**src/shared/fps_pkg.sv**
```systemverilog
`default_nettype none

package fps_pkg;

  // Clock rate, used to turn times into cycle counts
  localparam int unsigned CLK_KHZ = 10000;

  // Times as specified, in their own units
  localparam int unsigned TRAN_TIME_MS = 3600;
  localparam int unsigned OVL_TIME_MS  = 100;
  localparam int unsigned OFF_TIME_MS  = 150;
  localparam int unsigned SS_TIME_MS   = 10;
  localparam int unsigned AREC_TIME_MS = 1000;
  localparam int unsigned LHI_TIME_US  = 50;
  localparam int unsigned LLO_TIME_US  = 350;
  localparam int unsigned SUP_TIME_US  = 10;

  // Least times round up to whole cycles
  function automatic int unsigned ms_cycles(input int unsigned ms);
    return ms * CLK_KHZ;
  endfunction

  function automatic int unsigned us_cycles(input int unsigned us);
    return (us * CLK_KHZ + 999) / 1000;
  endfunction

  localparam int unsigned LHI_CYCLES = us_cycles(LHI_TIME_US);
  localparam int unsigned LLO_CYCLES = us_cycles(LLO_TIME_US);
  localparam int unsigned SUP_CYCLES = us_cycles(SUP_TIME_US);

  // Winding-short consecutive cycle count
  localparam logic [2:0] WS_COUNT = 3'h4;

  // Timer slots
  localparam int T_TRAN = 0;
  localparam int T_OVL  = 1;
  localparam int T_OFF  = 2;
  localparam int T_LHI  = 3;
  localparam int T_LLO  = 4;
  localparam int T_UV   = 5;
  localparam int T_OV   = 6;
  localparam int T_SS   = 7;
  localparam int T_AREC = 8;
  localparam int T_NUM  = 9;

  typedef enum logic [2:0] {
    ST_WAIT_VCC,
    ST_SOFT,
    ST_RUN,
    ST_LATCHED,
    ST_AUTOREC,
    ST_BROWNOUT,
    ST_THERMAL,
    ST_OFF
  } fps_state_t;

  typedef struct packed {
    fps_state_t state;
    logic [2:0] ws_cnt;
    logic       ws_seen;
    logic       maxon_hold;
    logic       gate;
    logic       hv;
    logic       sup;
    logic       dbl;
    logic       lat;
    logic       arec;
  } fps_top_state_t;

endpackage

`default_nettype wire

```
**src/shared/fps_tmr_if.sv**
```systemverilog
`timescale 1ns/1ps
`default_nettype none

interface fps_tmr_if;
  logic run;
  logic expired;
  modport ctl (output run, input expired);
  modport tmr (input run, output expired);
endinterface

`default_nettype wire

```
**src/core/fps_timer.sv**
```systemverilog
`timescale 1ns/1ps
`default_nettype none

module fps_timer
  import fps_pkg::*;
#(
  parameter int unsigned LIMIT = 100
) (
  // Clock and reset
  input wire logic clock,
  input wire logic rst,
  // Run and expiry
  fps_tmr_if.tmr   port
);

  typedef struct packed {
    logic [31:0] cnt;
    logic        expired;
  } fps_tmr_state_t;

  fps_tmr_state_t s;
  fps_tmr_state_t next_s;

  // Counts while run is held, restarts from zero the moment it drops
  always_comb begin
    next_s = s;
    if (port.run) begin
      if (s.cnt < LIMIT) begin
        next_s.cnt = s.cnt + 32'h1;
      end
      next_s.expired = (s.cnt >= LIMIT - 1);
    end else begin
      next_s.cnt     = 32'h0;
      next_s.expired = 1'b0;
    end
  end

  always_ff @(posedge clock) begin
    if (rst) begin
      s <= '0;
    end else begin
      s <= next_s;
    end
  end

  assign port.expired = s.expired;

endmodule

`default_nettype wire

```
**src/core/fps_top.sv**
```systemverilog
// How it works
// Transient comparator runs a 3.6 s timer; expiry enters protection, latched or autorecovery.
// Overload timer also counts when transient delivery turns into current-limit overload.
// Converter runs only inside the latch window; leaving it latches off.
// Latch excursions shorter than 50 us high or 350 us low are ignored.
// Latched state clears only on brown-out, thermal shutdown or supply fall to reset level.
// Latch input ignored until turn-on; high latch then checked before switching starts.
// Low latch condition is acted on only after soft-start completes.
// Latch input source current is doubled during soft-start, normal afterwards.
// Thermal shutdown stops gate at once, enters low-power off, keeps supply alive.
// Thermal shutdown clearing re-enables a regular start-up with soft-start.
// Thermal shutdown also disables the high-voltage start-up source.
// Feedback below off level for 150 ms stops device and internal supply.
// Winding-short trip on four consecutive switching cycles enters protection.
// Overload timer clears when setpoint falls below current limit before expiry.
// Pulse ended by maximum on-time also starts the overload timer.
// Supply under or over voltage counts only after a 10 us filter; overvoltage then latches, undervoltage follows the option.
// Brown-out stops switching; restart needs line start level and supply turn-on.
`timescale 1ns/1ps
`default_nettype none

module fps_top
  import fps_pkg::*;
#(
  parameter int unsigned TRAN_CYCLES = ms_cycles(TRAN_TIME_MS),
  parameter int unsigned OVL_CYCLES  = ms_cycles(OVL_TIME_MS),
  parameter int unsigned OFF_CYCLES  = ms_cycles(OFF_TIME_MS),
  parameter int unsigned SS_CYCLES   = ms_cycles(SS_TIME_MS),
  parameter int unsigned AREC_CYCLES = ms_cycles(AREC_TIME_MS)
) (
  // Clock and reset
  input  wire logic clock,
  input  wire logic rst,
  // Option strap
  input  wire logic option_autorecovery,
  // Current sense comparators and cycle events
  input  wire logic cs_over_transient,
  input  wire logic cs_at_limit,
  input  wire logic max_on_end,
  input  wire logic cycle_end,
  input  wire logic winding_short_trip,
  // Latch input comparators
  input  wire logic latch_high,
  input  wire logic latch_low,
  // Supply, line and feedback comparators
  input  wire logic vcc_on,
  input  wire logic vcc_reset,
  input  wire logic vcc_uv,
  input  wire logic vcc_ov,
  input  wire logic line_brownout,
  input  wire logic line_start_ok,
  input  wire logic fb_below_off,
  input  wire logic fb_above_on,
  input  wire logic thermal_shutdown,
  // Controls to the power stage
  output logic      gate_drive_output,
  output logic      hv_source_enable,
  output logic      internal_supply_on,
  output logic      latch_input_softstart_current,
  output logic      protection_latched,
  output logic      autorecovery_wait
);

  fps_top_state_t s;
  fps_top_state_t next_s;
  fps_tmr_if      tmr [T_NUM] ();

  logic [T_NUM-1:0] exp_v;
  logic             active;
  logic             ws_now;
  logic             ws_fault;
  logic             hard_fault;
  logic             soft_fault;

  // Limits per slot, in slot order
  localparam int unsigned LIMS [T_NUM] = '{
    TRAN_CYCLES, OVL_CYCLES, OFF_CYCLES, LHI_CYCLES, LLO_CYCLES,
    SUP_CYCLES, SUP_CYCLES, SS_CYCLES, AREC_CYCLES
  };

  // One timer per slot: seven qualifying timers, plus soft-start and autorecovery
  for (genvar gi = 0; gi < T_NUM; gi++) begin : g_tmr
    fps_timer #(
      .LIMIT (LIMS[gi])
    ) u_tmr (
      .clock (clock),
      .rst   (rst),
      .port  (tmr[gi])
    );
    assign exp_v[gi] = tmr[gi].expired;
  end

  assign active = (s.state == ST_SOFT) || (s.state == ST_RUN);

  // Timer run terms; dropping run clears the timer
  assign tmr[T_TRAN].run = active && cs_over_transient;
  assign tmr[T_OVL].run  = active && (cs_at_limit || s.maxon_hold || max_on_end);
  assign tmr[T_OFF].run  = active && fb_below_off;
  assign tmr[T_LHI].run  = active && latch_high;
  assign tmr[T_LLO].run  = (s.state == ST_RUN) && latch_low;
  assign tmr[T_UV].run   = active && vcc_uv;
  assign tmr[T_OV].run   = active && vcc_ov;
  assign tmr[T_SS].run   = (s.state == ST_SOFT);
  assign tmr[T_AREC].run = (s.state == ST_AUTOREC);

  // A trip this cycle counts even if the cycle ends in the same clock
  assign ws_now   = s.ws_seen || winding_short_trip;
  assign ws_fault = active && cycle_end && ws_now && (s.ws_cnt == WS_COUNT - 3'h1);

  // Latch-window, winding-short and overvoltage faults always latch
  assign hard_fault = ws_fault || (active && (exp_v[T_LHI] || exp_v[T_OV])) ||
                      ((s.state == ST_RUN) && exp_v[T_LLO]);

  // Transient and overload timer faults and undervoltage follow the option
  assign soft_fault = active && (exp_v[T_TRAN] || exp_v[T_OVL] || exp_v[T_UV]);

  always_comb begin
    next_s = s;

    // Winding-short consecutive counter, kept per switching cycle
    if (cycle_end) begin
      next_s.ws_seen = 1'b0;
      if (ws_now && s.ws_cnt != WS_COUNT) begin
        next_s.ws_cnt = s.ws_cnt + 3'h1;
      end else if (!ws_now) begin
        next_s.ws_cnt = 3'h0;
      end
    end else if (winding_short_trip) begin
      next_s.ws_seen = 1'b1;
    end

    // Max on-time end holds the overload timer until a normal cycle end
    if (max_on_end) begin
      next_s.maxon_hold = 1'b1;
    end else if (cycle_end) begin
      next_s.maxon_hold = 1'b0;
    end

    case (s.state)
      ST_WAIT_VCC: begin
        // Latch comparators are not trusted before turn-on
        if (vcc_on && line_start_ok) begin
          if (latch_high) begin
            next_s.state = ST_LATCHED;
          end else begin
            next_s.state = ST_SOFT;
          end
        end
      end
      ST_SOFT, ST_RUN: begin
        if (hard_fault) begin
          next_s.state = ST_LATCHED;
        end else if (soft_fault) begin
          next_s.state = option_autorecovery ? ST_AUTOREC : ST_LATCHED;
        end else if (exp_v[T_OFF]) begin
          next_s.state = ST_OFF;
        end else if (s.state == ST_SOFT && exp_v[T_SS]) begin
          next_s.state = ST_RUN;
        end
      end
      ST_LATCHED: begin
        next_s.state = ST_LATCHED;
      end
      ST_AUTOREC: begin
        if (exp_v[T_AREC]) begin
          next_s.state = ST_WAIT_VCC;
        end
      end
      ST_BROWNOUT: begin
        // Waiting state re-checks both line and supply
        if (!line_brownout && line_start_ok) begin
          next_s.state = ST_WAIT_VCC;
        end
      end
      ST_THERMAL: begin
        if (!thermal_shutdown) begin
          next_s.state = ST_WAIT_VCC;
        end
      end
      ST_OFF: begin
        if (line_start_ok && vcc_on && fb_above_on) begin
          next_s.state = ST_WAIT_VCC;
        end
      end
      default: begin
        next_s.state = ST_WAIT_VCC;
      end
    endcase

    // Overrides: supply reset beats thermal, thermal beats brown-out
    if (vcc_reset) begin
      next_s.state = ST_WAIT_VCC;
    end else if (thermal_shutdown) begin
      next_s.state = ST_THERMAL;
    end else if (line_brownout) begin
      next_s.state = ST_BROWNOUT;
    end

    // Outputs decoded from the next state so they leave a flip-flop
    next_s.gate = (next_s.state == ST_SOFT) || (next_s.state == ST_RUN);
    next_s.hv   = (next_s.state != ST_THERMAL) && (next_s.state != ST_OFF);
    next_s.sup  = (next_s.state != ST_OFF);
    next_s.dbl  = (next_s.state == ST_SOFT);
    next_s.lat  = (next_s.state == ST_LATCHED);
    next_s.arec = (next_s.state == ST_AUTOREC);
    if (!next_s.gate) begin
      next_s.ws_cnt     = 3'h0;
      next_s.ws_seen    = 1'b0;
      next_s.maxon_hold = 1'b0;
    end
  end

  // Reset leaves every output off except the supplies
  always_ff @(posedge clock) begin
    if (rst) begin
      s      <= '0;
      s.hv   <= 1'b1;
      s.sup  <= 1'b1;
    end else begin
      s <= next_s;
    end
  end

  assign gate_drive_output             = s.gate;
  assign hv_source_enable              = s.hv;
  assign internal_supply_on            = s.sup;
  assign latch_input_softstart_current = s.dbl;
  assign protection_latched            = s.lat;
  assign autorecovery_wait             = s.arec;
endmodule

`default_nettype wire

```
**config.mk**
```make
export PLATFORM = sky130hd
export DESIGN_NAME = fps_top
export DESIGN_NICKNAME = d
export VERILOG_FILES = /design/src/shared/fps_pkg.sv /design/src/shared/fps_tmr_if.sv /design/src/core/fps_timer.sv /design/src/core/fps_top.sv
export SDC_FILE = /design/constraint.sdc
export NUM_CORES = 1
export LEC_CHECK = 0
export ABC_AREA = 0
export BUFFER_PORTS_ARGS = -buffer_cell sky130_fd_sc_hd__buf_2
export CAP_MARGIN = 20
export CORE_AREA = 2 2 171 173
export CTS_BUF_LIST = sky130_fd_sc_hd__clkbuf_4 sky130_fd_sc_hd__clkbuf_8 sky130_fd_sc_hd__clkbuf_16
export DETAILED_ROUTE_END_ITERATION = 7
export DIE_AREA = 0 0 173 175
export SETUP_SLACK_MARGIN = 0.1
export SYNTH_ARGS = -nofsm -noshare
export SYNTH_HDL_FRONTEND = slang
export SYNTH_SLANG_ARGS = --single-unit
export TNS_END_PERCENT = 1
```
**constraint.sdc**
```tcl
create_clock -name clock -period 3.9 [get_ports clock]
set_input_delay 0.585 -clock clock [delete_from_list [all_inputs] [get_ports clock]]
set_output_delay 0.585 -clock clock [all_outputs]
set_load 0.005 [all_outputs]
```
Yosys cells after proc, flatten, opt, wreduce, memory -nomap -nowiden

Index checks and enable logic that the tools add are counted.

Register bits: 311
Input bits: 19
Output and inout bits: 6
Logic and storage cells: 145

$add $sub $neg: 10
Order comparisons: 18
Equal/unequal tests: 16
Muxes and demuxes: 18
Bitwise gates (word level): 10
Reductions and logical operators: 45

Operators by type and width:

| operator                | number |
|---|---|
| $add A32 B1 Y32 const B | 9 |
| $ge A32 B7 Y1 const B   | 2 |
| $lt A32 B7 Y1 const B   | 2 |
| $mux W3                 | 14 |
| $ge A32 B12 Y1 const B  | 1 |
| $ge A32 B17 Y1 const B  | 1 |
| $ge A32 B20 Y1 const B  | 1 |
| $ge A32 B21 Y1 const B  | 1 |
| $ge A32 B24 Y1 const B  | 1 |
| $ge A32 B26 Y1 const B  | 1 |
| $ge A32 B9 Y1 const B   | 1 |
| $lt A32 B12 Y1 const B  | 1 |
| $lt A32 B17 Y1 const B  | 1 |
| $lt A32 B20 Y1 const B  | 1 |
| $lt A32 B21 Y1 const B  | 1 |
| $lt A32 B24 Y1 const B  | 1 |
| $lt A32 B26 Y1 const B  | 1 |
| $lt A32 B9 Y1 const B   | 1 |
| $reduce_or A2 Y1        | 11 |
| $pmux W3 S7             | 1 |
| $logic_and A1 B1 Y1     | 19 |
| $eq A3 B2 Y1 const B    | 5 |
| $eq A3 B3 Y1 const B    | 5 |
| $logic_or A1 B1 Y1      | 10 |
| other kinds (12)        | 25 |

Longest topological paths before layout

Depth after elaboration: 16
Gate-level depth with buffers: 8
Gate-level depth less buffers: 8

Hierarchy

From an unflattened synthesis, not the netlist that was laid out.

Cell total of the unflattened synthesis: 1404
Area total of the unflattened synthesis: 13232.7 µm²

Modules (own cells, without submodules):

| module                          | instances | cells an instance | area each (µm²) | seq. area each (µm²) |
|---|---|---|---|---|
| fps_timer at g_tmr[5].u_tmr ... | 2         | 113               | 1142.3          | 660.6 |
| fps_timer at g_tmr[0].u_tmr     | 1         | 192               | 1635.3          | 660.6 |
| fps_timer at g_tmr[8].u_tmr     | 1         | 175               | 1599.0          | 660.6 |
| fps_timer at g_tmr[2].u_tmr     | 1         | 166               | 1565.3          | 660.6 |
| fps_timer at g_tmr[1].u_tmr     | 1         | 156               | 1453.9          | 660.6 |
| fps_timer at g_tmr[7].u_tmr     | 1         | 143               | 1375.1          | 660.6 |
| fps_timer at g_tmr[4].u_tmr     | 1         | 124               | 1236.2          | 660.6 |
| fps_timer at g_tmr[3].u_tmr     | 1         | 116               | 1191.1          | 660.6 |
| fps_top                         | 1         | 106               | 892.1           | 280.3 |

Least setup slack after synthesis

No wires, ideal clock.

Path type: flip-flop to flip-flop
Start: register g_tmr[0].u_tmr.s[9] in the netlist's numbering
End: register g_tmr[0].u_tmr.s[15] in the netlist's numbering
Data arrival time: 2.250 ns
Path slack: 1.579 ns
Stages on the path, launching flop included: 8
Clock period less this slack: 2.321 ns
Cell sequence: dfxtp_1 > or4_4 > a31oi_4 > nor4_2 > or4_4 > buf_2 > or3_1 > a21oi_1

Longest elaborated chain between the ends: 1

Ends and longest elaborated chain:

| item                                                     | line                             | RTL |
|---|---|---|
| from (decl)                                              | fps_timer.sv:21                  | `fps_tmr_state_t s;` |
| from (signal assigned)                                   | fps_timer.sv:42                  | `s <= next_s;` |
| $add A32 B1 Y32 / $lt A32 B26 Y1 (equally long branches) | fps_timer.sv:29, fps_timer.sv:28 |  |

Several ways; a longest one is shown, not always the timed one.
A chain may end at the register's enable or synchronous reset.

Worst setup path in the final report

Start: register g_tmr[0].u_tmr.s[18] in the netlist's numbering
End: register g_tmr[0].u_tmr.s[20] in the netlist's numbering

Same word-level chain as after synthesis.

==> results.md <==
- Status: finished clean
- Most frequent cell after synthesis: dfxtp_1
- DRT iter0 DRCs: 391
- Pins Over Slew Limit: 0
- Critical-path cell list: nand3b_1 -> or4_1 -> nor4_2 -> or3_1 -> o21ai_0 -> a21oi_1
- Worst hold path class: in -> reg
- Setup Buffers After CTS: 0
- RSZ-0062 raised after global routing: false
- Port Buffer Count: 24
- Initial antenna violation count: 2
- Max VDD drop: 525 uV
- Yosys top cell area share: 51.6%
- Worst EP required: 4330 ps
- Worst skew pair latency: 500 ps
- Syn_area_per_cell: 9.25 um^2
- Routed wire per std cell: 12.9 um
- Tot GR Track Use: 14.8%
- Layout cell share with drive strength beyond 1: 7.94%
- WL final: 22.3 mm
- Clock slew seen by the registers of the worst setup and hold paths: 60 ps
- Pin count of the biggest net entering global routing: 47
- Final Cycle Share: 66.6%
- Clk root buf: clkbuf_16
- Hold Fails Final Rpt: 0
- Synth area leader: dfxtp_1
- Most used flip-flop cell after synthesis: dfxtp_1
- Top cells by area, synth: dfxtp_1 (52%), and3_1 (7.0%), nor2_1 (4.8%)
- Num CTS Buffers: 34
- Worst Max-Slew Pin Slew: 1030 ps
- Max Fclk: 385 MHz
- Via-to-Cell Ratio: 5.14
- Mapped Area: 12100 um^2
- Synth async-reset ratio: 0%
- Clock Sinks: 311
- DRT antenna net count: 0
- GPL Wtd Cong: 0.808
- Hpwl dp: 14.4 mm
- Worst Setup Path Type: reg -> reg
- First-pass GRT wire length: 38.8 mm
- Fin Setup TNS: 0 ps
- Comb power frac: 1.4%
- Worst hold slack: 284 ps
- # resized after CTS: 0
- Hold_buf cts: 0
- Number of synthesized register bits: 311
- Cells after synthesis: 1304
- Power Dens Cells: 486 nW/um^2
- # diodes: 0
- Unique masters post-synth: 60
- H-tree levels: 2
- Core ar.: 28400 um^2
- Clk_skew: 25.1 ps
- DRC: 0
- Worst Path Max Fanout: 13
- Area growth from synthesis to layout: 14.1%
- Worst EP arrival: 3030 ps
- Setup Slack @ Placement: 1290 ps
- Total Power: 6690 uW
- Crit. End Element: flip-flop
- 1st-pass router iterations: 4
- Slew HR: 30.9%
- Slowest CP cell: nor4_2
- Vias in the first global route: 8315
- TritonCTS clock tree: built
- I/O Pins: 25
- FILL cells: 2660
- Final setup viols: 0
- Post-synthesis sequential area ratio: 51.6%
- Final net count: 1355
- Maximum clock path buffer count: 3
- Initial core utilization: 42.5%
- Max incr delay on CP: 790 ps
- Grt ovf: 0
- Chip Width: 173 um
- Leakage: 0.00533 uW
- Net Sw Power: 1330 uW
- Switching Share: 19.8%
- Clock power frac: 50.9%
- Top cells by count, synth: dfxtp_1 (311), nor2_1 (153), and3_1 (134), nand2_1 (87), xor2_1 (54)
- Synth Warn #: 0
- Height of the chip: 175 um
- Max_cap viols: 0
- Post-synth EDFFs: 0
- # rows: 62
- Die footprint: 30300 um^2
- Tmin final: 2600 ps
- Final worst slack: 1300 ps
- Vias: 8889
- Int Power: 5370 uW
- Seq pwr share: 47.7%
- Critical Path Source Type: flip-flop
- Mapped Nets: 1335
worst paths after layout:
path | from | endpoint | slack, ps | cells past startpoint
max | g_tmr[0].u_tmr.s[18] | g_tmr[0].u_tmr.s[20] | 1300 | 6
min | vcc_reset | s[11] | 280 | 2
max reg2reg | g_tmr[0].u_tmr.s[18] | g_tmr[0].u_tmr.s[20] | 1300 | 6
min reg2reg | g_tmr[4].u_tmr.s[16] | g_tmr[4].u_tmr.s[16] | 450 | 1
kinds of logic (layout without fill, tap and decap cells):
family / Yosys count / after routing / synth area share (%)
compound gates: 130 / 130 / 6.90
xor+xnor: 104 / 104 / 7.55
fa+ha+maj: 12 / 12 / 1.25
buf+inv: 65 / 108 / 2.04
flops: 311 / 311 / 51.6
mux: 6 / 6 / 0.498
simple gates: 676 / 676 / 30.1
routing by layer:
| metal | vias up | global-route usage [%] | share of wire [%] |
|---|---|---|---|
| met5 | - | 0 | 0.11 |
| met4 | 4 | 5.16 | 2.2 |
| met3 | 45 | 3.02 | 3.5 |
| met2 | 97 | 23.0 | 42 |
| met1 | 4052 | 20.5 | 52 |
| li1 | 4691 | - | - |
power by group through the flow:
stage	clock network [uW]	logic, uW	registers (uW)
floorplan	0	62.7	3260
global placement	0	96.5	3260
detailed placement	0	97.1	3260
CTS	3500	97.6	3190
global route	3650	110	3190
finish	3400	96.7	3190
layout make-up:
class                   instances  area, um^2  share of cell area (%)
clock buffers                  43         967                    7.03
inverters                      15        56.3                   0.409
flip-flops and latches        311        6230                    45.2
well taps                     384         480                    3.49
repair buffers                 34         195                    1.42
clock inverters                16         243                    1.76
multi-input cells             928        5590                    40.6
sequential cells by signal, indices dropped and copies added (netlist names):
signal                         cells
protection_latched                 1
hv_source_enable                   1
gate_drive_output                  1
s                                  8
latch_input_softstart_current      1
g_tmr.u_tmr.port.expired           9
g_tmr.u_tmr.s                    288
internal_supply_on                 1
autorecovery_wait                  1
worst max-delay path: cells and delay by family (launching register included):
kind	cells	cell delay (ps)
flip-flops	1	350
AND/OR/NAND/NOR	4	1880
AO/OA/AOI/OAI	2	290
stage by stage:
step | utilization (%) | instance area (um^2) | cells
after CTS | 48.4 | 13800 | 1730
final | 48.5 | 13800 | 1731
after detailed placement | 44.2 | 12500 | 1671
after floorplan | - | 12100 | 1304
after global placement | 44.2 | 12500 | 1671
after global routing | 48.5 | 13800 | 1731
layout by cell type, fill, tap and decap left out, types with 4 or more instances in the layout:
cell / count
or3_1: 21
nor4b_1: 4
or4_1: 9
nand4_1: 48
nor3_1: 39
o21ai_0: 28
bufinv_16: 6
clkbuf_8: 5
inv_1: 15
ha_1: 12
nor2_1: 153
nor4_1: 51
xnor2_1: 50
o21bai_1: 4
xor2_1: 54
o21a_1: 5
and2_1: 43
o31ai_1: 4
nor3b_1: 5
nand3_1: 44
a211oi_1: 6
dfxtp_1: 311
clkinv_2: 6
buf_4: 10
nor2b_1: 5
a21oi_1: 43
nand2_1: 87
a31oi_1: 7
nand4b_1: 4
and4_1: 14
buf_2: 24
and3_1: 134
mux2i_1: 6
clkbuf_16: 35
a21o_1: 5
(Power assumes the default switching activity.)
